[src/shared/alu_subset_pkg.sv]
// Purpose: Constants and operation codes for the ALU instruction subset
// Assumes: One 20 MHz core clock, synchronous reset
// Notes: Flag vector order is {h, s, v, n, z, c}
package alu_subset_pkg;
    localparam int CLK_PERIOD_NS = 50;
    localparam int CYC_WORD = 2;
    localparam int CYC_BYTE = 1;
    localparam int CYC_MUL = 2;
    localparam int CYC_JUMP = 2;
    localparam int FLAG_C = 0;
    localparam int FLAG_Z = 1;
    localparam int FLAG_N = 2;
    localparam int FLAG_V = 3;
    localparam int FLAG_S = 4;
    localparam int FLAG_H = 5;
    localparam logic [5:0] FLAGS_RESET = 6'h00;
    localparam logic [21:0] PC_RESET = 22'h000000;
    typedef enum logic [3:0] {
        OP_NONE,
        OP_ADD_IMM_WORD,
        OP_SUB_IMM_WORD,
        OP_SUB_IMM_BORROW,
        OP_AND_IMM,
        OP_OR_IMM,
        OP_SET_MASK_BITS,
        OP_CLEAR_MASK_BITS,
        OP_TEST_ZERO_MINUS,
        OP_MUL_MIXED_SIGN,
        OP_FRAC_MUL_MIXED_SIGN,
        OP_EXT_INDIRECT_JUMP,
        OP_INDIRECT_JUMP
    } alu_op_t;
endpackage

[src/logic/alu_subset.sv]
// Purpose: Execution datapath for a subset of an 8-bit CPU instruction set
// Assumes: Decoder holds i_start for one cycle and waits for o_done before the next
// Notes: Results and flags are written on the o_done cycle; all outputs registered
`timescale 1ns/10ps
`default_nettype none

// Summary of operation
// [RL1] Word add-immediate treats a register pair as 16 bits, sets Z C N V S, takes two cycles.
// [RL2] Word subtract-immediate treats a register pair as 16 bits, sets Z C N V S, takes two cycles.
// [RL3] Subtract-immediate-with-borrow removes constant and carry, sets Z C N V S H in one cycle.
// [RL4] AND-immediate writes back the result, sets Z N V S only, in one cycle.
// [RL5] OR-immediate writes back the result, sets Z N V S only, in one cycle.
// [RL6] Set-mask-bits ORs in the mask, sets Z N V S, in one cycle.
// [RL7] Clear-mask-bits ANDs with the inverted mask, sets Z N V S, in one cycle.
// [RL8] Test ANDs a register with itself, keeps it, sets Z N V S, in one cycle.
// [RL9] Mixed multiply is signed by unsigned, 16-bit product to the low pair, sets Z C, two cycles.
// [RL10] Fractional mixed multiply shifts that product left by one, sets Z C, two cycles.
// [RL11] Extended indirect jump loads Z into the low PC and the high register above, two cycles.
// [RL12] Indirect jump loads Z into the low PC and zero above, no flags, two cycles.
// [RL13] Unlisted flags keep their values and Z is set exactly when the stored result is zero.
module alu_subset (
    input wire logic i_sys_clk,
    input wire logic i_reset,
    input wire logic i_start,
    input wire alu_subset_pkg::alu_op_t i_op,
    input wire logic [15:0] i_opa,
    input wire logic [7:0] i_opb,
    input wire logic [15:0] i_z_ptr,
    input wire logic [5:0] i_ext_indirect_high,
    input wire logic [5:0] i_flags,
    output logic o_busy,
    output logic o_done,
    output logic [15:0] o_result,
    output logic o_wr_byte,
    output logic o_wr_word,
    output logic o_wr_low_pair,
    output logic [5:0] o_flags,
    output logic o_flags_we,
    output logic [21:0] o_pc,
    output logic o_pc_we
);
    typedef enum logic [0:0] {ST_IDLE, ST_SECOND} state_t;

    state_t state_q, state_d;
    alu_subset_pkg::alu_op_t op_q, op_d;
    logic [15:0] opa_q, opa_d;
    logic [7:0] opb_q, opb_d;
    logic [15:0] z_q, z_d;
    logic [5:0] eh_q, eh_d;
    logic [5:0] fin_q, fin_d;
    logic busy_q, busy_d;
    logic done_q, done_d;
    logic [15:0] res_q, res_d;
    logic wrb_q, wrb_d, wrw_q, wrw_d, wrp_q, wrp_d;
    logic [5:0] flg_q, flg_d;
    logic fwe_q, fwe_d;
    logic [21:0] pc_q, pc_d;
    logic pwe_q, pwe_d;

    // Logic flags: V cleared, N from msb, S = N ^ V, Z from result
    function automatic logic [5:0] logic_flags(input logic [7:0] r, input logic [5:0] f);
        logic [5:0] o;
        o = f;
        o[alu_subset_pkg::FLAG_Z] = (r == 8'h00);
        o[alu_subset_pkg::FLAG_N] = r[7];
        o[alu_subset_pkg::FLAG_V] = 1'b0;
        o[alu_subset_pkg::FLAG_S] = r[7];
        return o;
    endfunction

    // Mixed signed (a) by unsigned (b) product
    function automatic logic [15:0] mul_su(input logic [7:0] a, input logic [7:0] b);
        logic signed [16:0] p;
        p = $signed({{9{a[7]}}, a}) * $signed({9'h000, b});
        return p[15:0];
    endfunction

    // Single-cycle operations and the second cycle of two-cycle ones
    always_comb begin
        logic [16:0] w;
        logic [8:0] d;
        logic [15:0] p;
        logic [7:0] r;
        logic [5:0] f;
        w = 17'h00000;
        d = 9'h000;
        p = 16'h0000;
        r = 8'h00;
        f = i_flags;
        state_d = state_q;
        op_d = op_q;
        opa_d = opa_q;
        opb_d = opb_q;
        z_d = z_q;
        eh_d = eh_q;
        fin_d = fin_q;
        busy_d = 1'b0;
        done_d = 1'b0;
        res_d = res_q;
        wrb_d = 1'b0;
        wrw_d = 1'b0;
        wrp_d = 1'b0;
        flg_d = flg_q;
        fwe_d = 1'b0;
        pc_d = pc_q;
        pwe_d = 1'b0;
        unique case (state_q)
            ST_IDLE: begin
                if (i_start) begin
                    unique case (i_op)
                        alu_subset_pkg::OP_SUB_IMM_BORROW: begin
                            d = {1'b0, i_opa[7:0]} - {1'b0, i_opb}
                                - {8'h00, i_flags[alu_subset_pkg::FLAG_C]}; // [RL3]
                            r = d[7:0];
                            f[alu_subset_pkg::FLAG_C] = d[8]; // [RL3]
                            f[alu_subset_pkg::FLAG_Z] = (r == 8'h00); // [RL13]
                            f[alu_subset_pkg::FLAG_N] = r[7];
                            f[alu_subset_pkg::FLAG_V] = (i_opa[7] & ~i_opb[7] & ~r[7])
                                | (~i_opa[7] & i_opb[7] & r[7]);
                            f[alu_subset_pkg::FLAG_S] = r[7] ^ f[alu_subset_pkg::FLAG_V];
                            f[alu_subset_pkg::FLAG_H] = (~i_opa[3] & i_opb[3])
                                | (i_opb[3] & r[3]) | (r[3] & ~i_opa[3]);
                            res_d = {8'h00, r};
                            flg_d = f;
                            wrb_d = 1'b1;
                            fwe_d = 1'b1;
                            done_d = 1'b1;
                        end
                        alu_subset_pkg::OP_AND_IMM,
                        alu_subset_pkg::OP_OR_IMM,
                        alu_subset_pkg::OP_SET_MASK_BITS,
                        alu_subset_pkg::OP_CLEAR_MASK_BITS,
                        alu_subset_pkg::OP_TEST_ZERO_MINUS: begin
                            unique case (i_op)
                                alu_subset_pkg::OP_AND_IMM: r = i_opa[7:0] & i_opb; // [RL4]
                                alu_subset_pkg::OP_OR_IMM: r = i_opa[7:0] | i_opb; // [RL5]
                                alu_subset_pkg::OP_SET_MASK_BITS: r = i_opa[7:0] | i_opb; // [RL6]
                                alu_subset_pkg::OP_CLEAR_MASK_BITS: r = i_opa[7:0] & ~i_opb; // [RL7]
                                default: r = i_opa[7:0] & i_opa[7:0]; // [RL8]
                            endcase
                            res_d = {8'h00, r};
                            flg_d = logic_flags(r, i_flags); // [RL13]
                            wrb_d = (i_op != alu_subset_pkg::OP_TEST_ZERO_MINUS); // [RL8]
                            fwe_d = 1'b1;
                            done_d = 1'b1;
                        end
                        alu_subset_pkg::OP_NONE: begin
                        end
                        default: begin
                            op_d = i_op;
                            opa_d = i_opa;
                            opb_d = i_opb;
                            z_d = i_z_ptr;
                            eh_d = i_ext_indirect_high;
                            fin_d = i_flags;
                            busy_d = 1'b1;
                            state_d = ST_SECOND;
                        end
                    endcase
                end
            end
            ST_SECOND: begin
                f = fin_q;
                state_d = ST_IDLE;
                done_d = 1'b1;
                unique case (op_q)
                    alu_subset_pkg::OP_ADD_IMM_WORD,
                    alu_subset_pkg::OP_SUB_IMM_WORD: begin
                        if (op_q == alu_subset_pkg::OP_ADD_IMM_WORD) begin
                            w = {1'b0, opa_q} + {9'h000, opb_q}; // [RL1]
                        end else begin
                            w = {1'b0, opa_q} - {9'h000, opb_q}; // [RL2]
                        end
                        f[alu_subset_pkg::FLAG_C] = w[16];
                        f[alu_subset_pkg::FLAG_Z] = (w[15:0] == 16'h0000); // [RL13]
                        f[alu_subset_pkg::FLAG_N] = w[15];
                        f[alu_subset_pkg::FLAG_V] = (op_q == alu_subset_pkg::OP_ADD_IMM_WORD)
                            ? (~opa_q[15] & w[15]) : (opa_q[15] & ~w[15]);
                        f[alu_subset_pkg::FLAG_S] = w[15] ^ f[alu_subset_pkg::FLAG_V];
                        res_d = w[15:0];
                        wrw_d = 1'b1;
                        flg_d = f;
                        fwe_d = 1'b1;
                    end
                    alu_subset_pkg::OP_MUL_MIXED_SIGN,
                    alu_subset_pkg::OP_FRAC_MUL_MIXED_SIGN: begin
                        p = mul_su(opa_q[7:0], opb_q); // [RL9]
                        f[alu_subset_pkg::FLAG_C] = p[15];
                        if (op_q == alu_subset_pkg::OP_FRAC_MUL_MIXED_SIGN) begin
                            p = {p[14:0], 1'b0}; // [RL10]
                        end
                        f[alu_subset_pkg::FLAG_Z] = (p == 16'h0000); // [RL13]
                        res_d = p;
                        wrp_d = 1'b1;
                        flg_d = f;
                        fwe_d = 1'b1;
                    end
                    alu_subset_pkg::OP_EXT_INDIRECT_JUMP: begin
                        pc_d = {eh_q, z_q}; // [RL11]
                        pwe_d = 1'b1;
                    end
                    alu_subset_pkg::OP_INDIRECT_JUMP: begin
                        pc_d = {6'h00, z_q}; // [RL12]
                        pwe_d = 1'b1;
                    end
                    default: begin
                    end
                endcase
            end
        endcase
    end

    always_ff @(posedge i_sys_clk) begin
        if (i_reset) begin
            state_q <= ST_IDLE;
            op_q <= alu_subset_pkg::OP_NONE;
            opa_q <= 16'h0000;
            opb_q <= 8'h00;
            z_q <= 16'h0000;
            eh_q <= 6'h00;
            fin_q <= alu_subset_pkg::FLAGS_RESET;
            busy_q <= 1'b0;
            done_q <= 1'b0;
            res_q <= 16'h0000;
            wrb_q <= 1'b0;
            wrw_q <= 1'b0;
            wrp_q <= 1'b0;
            flg_q <= alu_subset_pkg::FLAGS_RESET;
            fwe_q <= 1'b0;
            pc_q <= alu_subset_pkg::PC_RESET;
            pwe_q <= 1'b0;
        end else begin
            state_q <= state_d;
            op_q <= op_d;
            opa_q <= opa_d;
            opb_q <= opb_d;
            z_q <= z_d;
            eh_q <= eh_d;
            fin_q <= fin_d;
            busy_q <= busy_d;
            done_q <= done_d;
            res_q <= res_d;
            wrb_q <= wrb_d;
            wrw_q <= wrw_d;
            wrp_q <= wrp_d;
            flg_q <= flg_d;
            fwe_q <= fwe_d;
            pc_q <= pc_d;
            pwe_q <= pwe_d;
        end
    end

    assign o_busy = busy_q;
    assign o_done = done_q;
    assign o_result = res_q;
    assign o_wr_byte = wrb_q;
    assign o_wr_word = wrw_q;
    assign o_wr_low_pair = wrp_q;
    assign o_flags = flg_q;
    assign o_flags_we = fwe_q;
    assign o_pc = pc_q;
    assign o_pc_we = pwe_q;

    a_word_two_cycles: assert property (@(posedge i_sys_clk) disable iff (i_reset)
        (i_start && !busy_q && state_q == ST_IDLE
         && i_op == alu_subset_pkg::OP_ADD_IMM_WORD) |-> ##2 (done_q && wrw_q))
        else $error("word add not done in two cycles"); // [RL1]
    a_word_sub_value: assert property (@(posedge i_sys_clk) disable iff (i_reset)
        (state_q == ST_IDLE && i_start && i_op == alu_subset_pkg::OP_SUB_IMM_WORD)
        |-> ##2 (res_q == 16'($past(i_opa, 2) - {8'h00, $past(i_opb, 2)})))
        else $error("word subtract result wrong"); // [RL2]
    a_borrow_one_cycle: assert property (@(posedge i_sys_clk) disable iff (i_reset)
        (state_q == ST_IDLE && i_start && i_op == alu_subset_pkg::OP_SUB_IMM_BORROW)
        |=> (done_q && wrb_q
             && res_q[7:0] == 8'($past(i_opa[7:0]) - $past(i_opb) - $past(i_flags[0]))))
        else $error("borrow subtract wrong"); // [RL3]
    a_and_imm_value: assert property (@(posedge i_sys_clk) disable iff (i_reset)
        (state_q == ST_IDLE && i_start && i_op == alu_subset_pkg::OP_AND_IMM)
        |=> (res_q[7:0] == ($past(i_opa[7:0]) & $past(i_opb)) && !flg_q[3]
             && flg_q[0] == $past(i_flags[0])))
        else $error("and immediate wrong"); // [RL4]
    a_or_imm_value: assert property (@(posedge i_sys_clk) disable iff (i_reset)
        (state_q == ST_IDLE && i_start && i_op == alu_subset_pkg::OP_OR_IMM)
        |=> (done_q && res_q[7:0] == ($past(i_opa[7:0]) | $past(i_opb))))
        else $error("or immediate wrong"); // [RL5]
    a_clear_mask_value: assert property (@(posedge i_sys_clk) disable iff (i_reset)
        (state_q == ST_IDLE && i_start && i_op == alu_subset_pkg::OP_CLEAR_MASK_BITS)
        |=> (res_q[7:0] == ($past(i_opa[7:0]) & ~$past(i_opb))))
        else $error("clear mask wrong"); // [RL7]
    a_test_no_write: assert property (@(posedge i_sys_clk) disable iff (i_reset)
        (state_q == ST_IDLE && i_start && i_op == alu_subset_pkg::OP_TEST_ZERO_MINUS)
        |=> (!wrb_q && fwe_q && flg_q[1] == ($past(i_opa[7:0]) == 8'h00)))
        else $error("test wrote register or bad zero"); // [RL8]
    a_mul_low_pair: assert property (@(posedge i_sys_clk) disable iff (i_reset)
        (state_q == ST_IDLE && i_start && i_op == alu_subset_pkg::OP_MUL_MIXED_SIGN)
        |-> ##2 (wrp_q && flg_q[1] == (res_q == 16'h0000)))
        else $error("mixed multiply wrong"); // [RL9]
    a_frac_lsb_zero: assert property (@(posedge i_sys_clk) disable iff (i_reset)
        (wrp_q && op_q == alu_subset_pkg::OP_FRAC_MUL_MIXED_SIGN) |-> !res_q[0])
        else $error("fractional product not shifted"); // [RL10]
    a_jump_pc_load: assert property (@(posedge i_sys_clk) disable iff (i_reset)
        (state_q == ST_IDLE && i_start && i_op == alu_subset_pkg::OP_INDIRECT_JUMP)
        |-> ##2 (pwe_q && !fwe_q && pc_q == {6'h00, $past(i_z_ptr, 2)}))
        else $error("indirect jump wrong"); // [RL12]
    a_ext_jump_load: assert property (@(posedge i_sys_clk) disable iff (i_reset)
        (state_q == ST_IDLE && i_start && i_op == alu_subset_pkg::OP_EXT_INDIRECT_JUMP)
        |-> ##2 (pwe_q && !fwe_q && pc_q[21:16] == $past(i_ext_indirect_high, 2)))
        else $error("extended jump wrong"); // [RL11]
    a_set_mask_value: assert property (@(posedge i_sys_clk) disable iff (i_reset)
        (state_q == ST_IDLE && i_start && i_op == alu_subset_pkg::OP_SET_MASK_BITS)
        |=> (res_q[7:0] == ($past(i_opa[7:0]) | $past(i_opb))))
        else $error("set mask wrong"); // [RL6]
    a_zero_flag_byte: assert property (@(posedge i_sys_clk) disable iff (i_reset)
        wrb_q |-> (flg_q[1] == (res_q[7:0] == 8'h00)))
        else $error("zero flag mismatch"); // [RL13]
endmodule

`default_nettype wire

[config.mk]
export PLATFORM = sky130hd
export DESIGN_NAME = alu_subset
export DESIGN_NICKNAME = d
export VERILOG_FILES = /design/src/shared/alu_subset_pkg.sv /design/src/logic/alu_subset.sv
export SDC_FILE = /design/constraint.sdc
export NUM_CORES = 1
export LEC_CHECK = 0
export BUFFER_PORTS_ARGS = -buffer_cell sky130_fd_sc_hd__buf_2
export CORE_MARGIN = 2
export CORE_UTILIZATION = 59
export DETAILED_ROUTE_END_ITERATION = 8
export PLACE_DENSITY = 0.82
export SLEW_MARGIN = 20
export SYNTH_ARGS = -nofsm -noshare
export SYNTH_HDL_FRONTEND = slang
export SYNTH_SLANG_ARGS = --single-unit
[constraint.sdc]
create_clock -name i_sys_clk -period 5.6 [get_ports i_sys_clk]
set_input_delay 1.12 -clock i_sys_clk [delete_from_list [all_inputs] [get_ports i_sys_clk]]
set_output_delay 1.12 -clock i_sys_clk [all_outputs]
set_load 0.03 [all_outputs]
==> impl_metrics.ini <==
[setup_path]
r2r_slack_ns = 0.30
crit_type = register to register
critPathLaunchType = register
cp.required_ns = 5.85
cp_slowest_cell = dfxtp_1
timing.rr.start = opb_q[4]$_SDFFE_PP0P_
cp.arrival_ns = 5.55
cp_max_fo = 12
crit_path_cell_trace = nand2_1, fa_1, fa_1, inv_1, fa_1, inv_1, fa_1, inv_1, ha_1, o21a_1, o31a_1, o311a_1, nor3_1, a21oi_1, nand4_1, or4b_1, o31ai_1, a31o_1
max_stage_delay_ns = 0.64
reg2regPathDepth = 18
cpMostUsedCell = fa_1
critPathLaunch = opb_q[4]$_SDFFE_PP0P_
r2r-end = o_flags[1]$_SDFFE_PP0P_
endpoint_kind = register

[placement]
pre_cts_slack_ns = 0.3357
io_buffer_count = 108
placed_area_sq_um = 8992
dp_cells = 1345
hpwl_um = 16820
place_congestion = 0.9827

[global_routing]
grt_overflow_total = 0
grt_pass1_vias = 7494
grt_pass1_wl_um = 36230
grt_start_max_net_pins = 104
antenna_found_initial = 0
grtUsageTotal = 0.3034

[drt]
first_pass_iters = 5
final_antenna_net_count = 0
drcViolationCount = 0
drt_iter0_markers = 550
drt_wl_total_um = 22160
vias = 7960
post_drt_wl_per_cell_um = 16.28
via_per_inst = 5.849

[timing]
fin_crit_sh = 0.9457
rsz0062_at_grt = no
fin_crit_ns = 5.296
hold_viol_final = 0
holdWs_ns = 0.4441
setup-tns-final_ns = 0
setup_violations = 0
relSlewSlack = 0.2683
skew_ns = 0.01307
slew_viol_final = 0
fin_ws_ns = 0.3042
max_freq_ghz = 0.1888
tightest_slew_ns = 1.098

[clocking]
insertion_delay_ns = 0.36
cts.sink_count = 105
cts_max_level = 3
clk_pin_slew_ns = 0.08
cts_buffers = 9
cts_tree = done
clk_path_buf_depth = 2
root_buffer = clkbuf_16
post_cts_buffers = 0

[synth]
synth_top_family_by_area = simple AND/OR/NAND/NOR gates
synth_edf_count = 0
synthMuxAreaShare = 0.007330
syn-instance-count = 1104
synthSimpleGateAreaFrac = 0.2272
synth-seq-area-share = 0.2513
syn_nets = 1283
yosys_register_bits = 105
yosys_warnings = 0
syn_area_per_cell_sq_um = 7.576
synth_cell_types = 60
synth_fa_ha_area_frac = 0.2154
async_flop_share = 0
synth_ff_type = dfxtp_1
synth_compound_area_frac = 0.1990
syn_area_sq_um = 8364
synth_xor_area_frac = 0.03560

[worst_hold_path]
hold_end = o_result[15]$_SDFFE_PP0P_
worstHoldStart = o_result[15]$_SDFFE_PP0P_
hold_path.class = register to register
whs_path_depth = 2

[final_layout]
drive_gt1_frac = 0.1236
fill_cells = 1230
area_growth_pct = 11.25
design_area_sq_um = 9305
fin_cells = 1361
antenna_cells = 0
multiInputGateArea_sq_um = 5732
regArea_sq_um = 2103
layout.nets = 1355
fin_util = 0.6704

[power]
power_density_nw_per_um2 = 224.4
power_leakage_nw = 4.297
ir_drop_mv = 0.1970
p_total_mw = 2.088

[floorplan]
die_height_um = 123.1
die-area_sq_um = 15150
dieWidth_um = 123.1
fp.coreArea_sq_um = 13880
pin_count = 110
start_util = 0.6026
num_rows = 43

[status]
run_status = finished, final reports clean

[flow_run]
maxCapViolCount = 0
synth_stat cells (all sizes together), types with 2 or more instances:
| cell | n | area (sq um) |
|---|---|---|
| a2111o | 2 | 22.52 |
| a2111oi | 4 | 35.03 |
| a211oi | 24 | 185.2 |
| a21o | 10 | 75.07 |
| a21oi | 135 | 686.9 |
| a221oi | 5 | 43.79 |
| a311oi | 3 | 26.28 |
| a31oi | 4 | 31.28 |
| a32oi | 3 | 26.28 |
| and2 | 45 | 281.5 |
| and3 | 3 | 18.77 |
| buf | 4 | 22.52 |
| clkbuf | 53 | 198.9 |
| dfxtp | 105 | 2102 |
| fa | 40 | 800.8 |
| ha | 80 | 1001 |
| inv | 84 | 315.3 |
| mux2i | 5 | 50.05 |
| nand2 | 217 | 817.0 |
| nand2b | 8 | 50.05 |
| nand3 | 17 | 85.08 |
| nand3b | 2 | 15.01 |
| nand4 | 5 | 31.28 |
| nor2 | 82 | 310.3 |
| nor2b | 7 | 51.30 |
| nor3 | 29 | 145.1 |
| nor4 | 5 | 31.28 |
| o211ai | 7 | 52.55 |
| o21a | 7 | 52.55 |
| o21ai | 32 | 160.2 |
| o21bai | 6 | 45.04 |
| o22ai | 4 | 25.02 |
| o311a | 4 | 40.04 |
| o31a | 2 | 17.52 |
| o31ai | 8 | 60.06 |
| or2 | 2 | 12.51 |
| or3 | 3 | 18.77 |
| or4 | 2 | 15.01 |
| xnor2 | 22 | 192.7 |
| xor2 | 12 | 105.1 |
sequential cells by signal, indices dropped and copies added, names as in the netlist:
signal and cells:
eh_q 6, fin_q 4, o_done 1, o_flags 6, o_flags_we 1, o_pc 22
o_pc_we 1, o_result 16, o_wr_byte 1, o_wr_low_pair 1, o_wr_word 1, op_q 4
opa_q 16, opb_q 8, state_q 1, z_q 16
logic make-up (layout without fill, tap and decap cells):
logic type | after synthesis | after routing
AND/OR/NAND/NOR | 429 | 429
AO/OA/AOI/OAI | 269 | 269
buffers and inverters | 141 | 218
adder cells (fa/ha/maj) | 120 | 120
flip-flops | 105 | 105
XOR/XNOR | 34 | 34
multiplexers | 6 | 6
cell type report:
cell class              instances  share of cell area
multi-input cells             858              0.6160
flip-flops and latches        105              0.2260
clock buffers                   9             0.02420
repair buffers                118             0.06642
inverters                      84             0.03388
well taps                     180             0.02420
clock inverters                 7            0.009278
repair_timing:
| action | in CTS | in global routing |
|---|---|---|
| endpoints found under the setup margin | 0 | 1 |
| resized for setup | 0 | 1 |
| hold buffers | 0 | 0 |
metal layers:
metal,vias to the layer above,share of wire,track usage
met2,305,0.46,0.4907
met4,0,0.024,0.09375
li1,3885,-,-
met3,49,0.082,0.06319
met5,-,0,0
met1,3721,0.43,0.4086
worst max-delay path: cells and delay by family (launching register included):
kind | cells | cell delay, ns
adder cells (fa/ha/maj) | 5 | 2.39
AO/OA/AOI/OAI | 6 | 1.05
AND/OR/NAND/NOR | 4 | 0.94
flip-flops | 1 | 0.64
buffers and inverters | 3 | 0.16
placed cells by master, fill, tap and decap left out, types with 8 or more instances in the layout:
cell type,synthesis,routed
inv_1,84,84
a21o_1,10,10
buf_4,0,11
o31ai_1,8,8
fa_1,40,40
and2_1,45,45
xor2_1,12,12
a21oi_1,134,134
nand2_1,216,216
clkbuf_16,0,9
dfxtp_1,105,104
nand2b_1,8,8
buf_2,0,107
ha_1,80,80
nor2_1,81,81
xnor2_1,22,22
a211oi_1,23,23
o21ai_0,28,28
nor3_1,29,28
nand3_1,17,17
worst max-delay path by stage:
stage                              endpoint  slack, ns  depth (start not counted)
global placement    o_flags[0]$_SDFFE_PP0P_       0.44                         18
CTS                 o_flags[0]$_SDFFE_PP0P_       0.33                         18
floorplan           o_flags[1]$_SDFFE_PP0P_       0.71                         19
detailed placement  o_flags[0]$_SDFFE_PP0P_       0.34                         18
finish              o_flags[1]$_SDFFE_PP0P_       0.30                         18
global route        o_flags[0]$_SDFFE_PP0P_      0.003                         18
power breakdown:
group / switching, mW / internal [mW] / total, mW
registers: 0.0365 / 0.780 / 0.816
logic: 0.388 / 0.232 / 0.621
clock network: 0.328 / 0.323 / 0.651
total: 0.753 / 1.33 / 2.09
(Power assumes the default switching activity.)
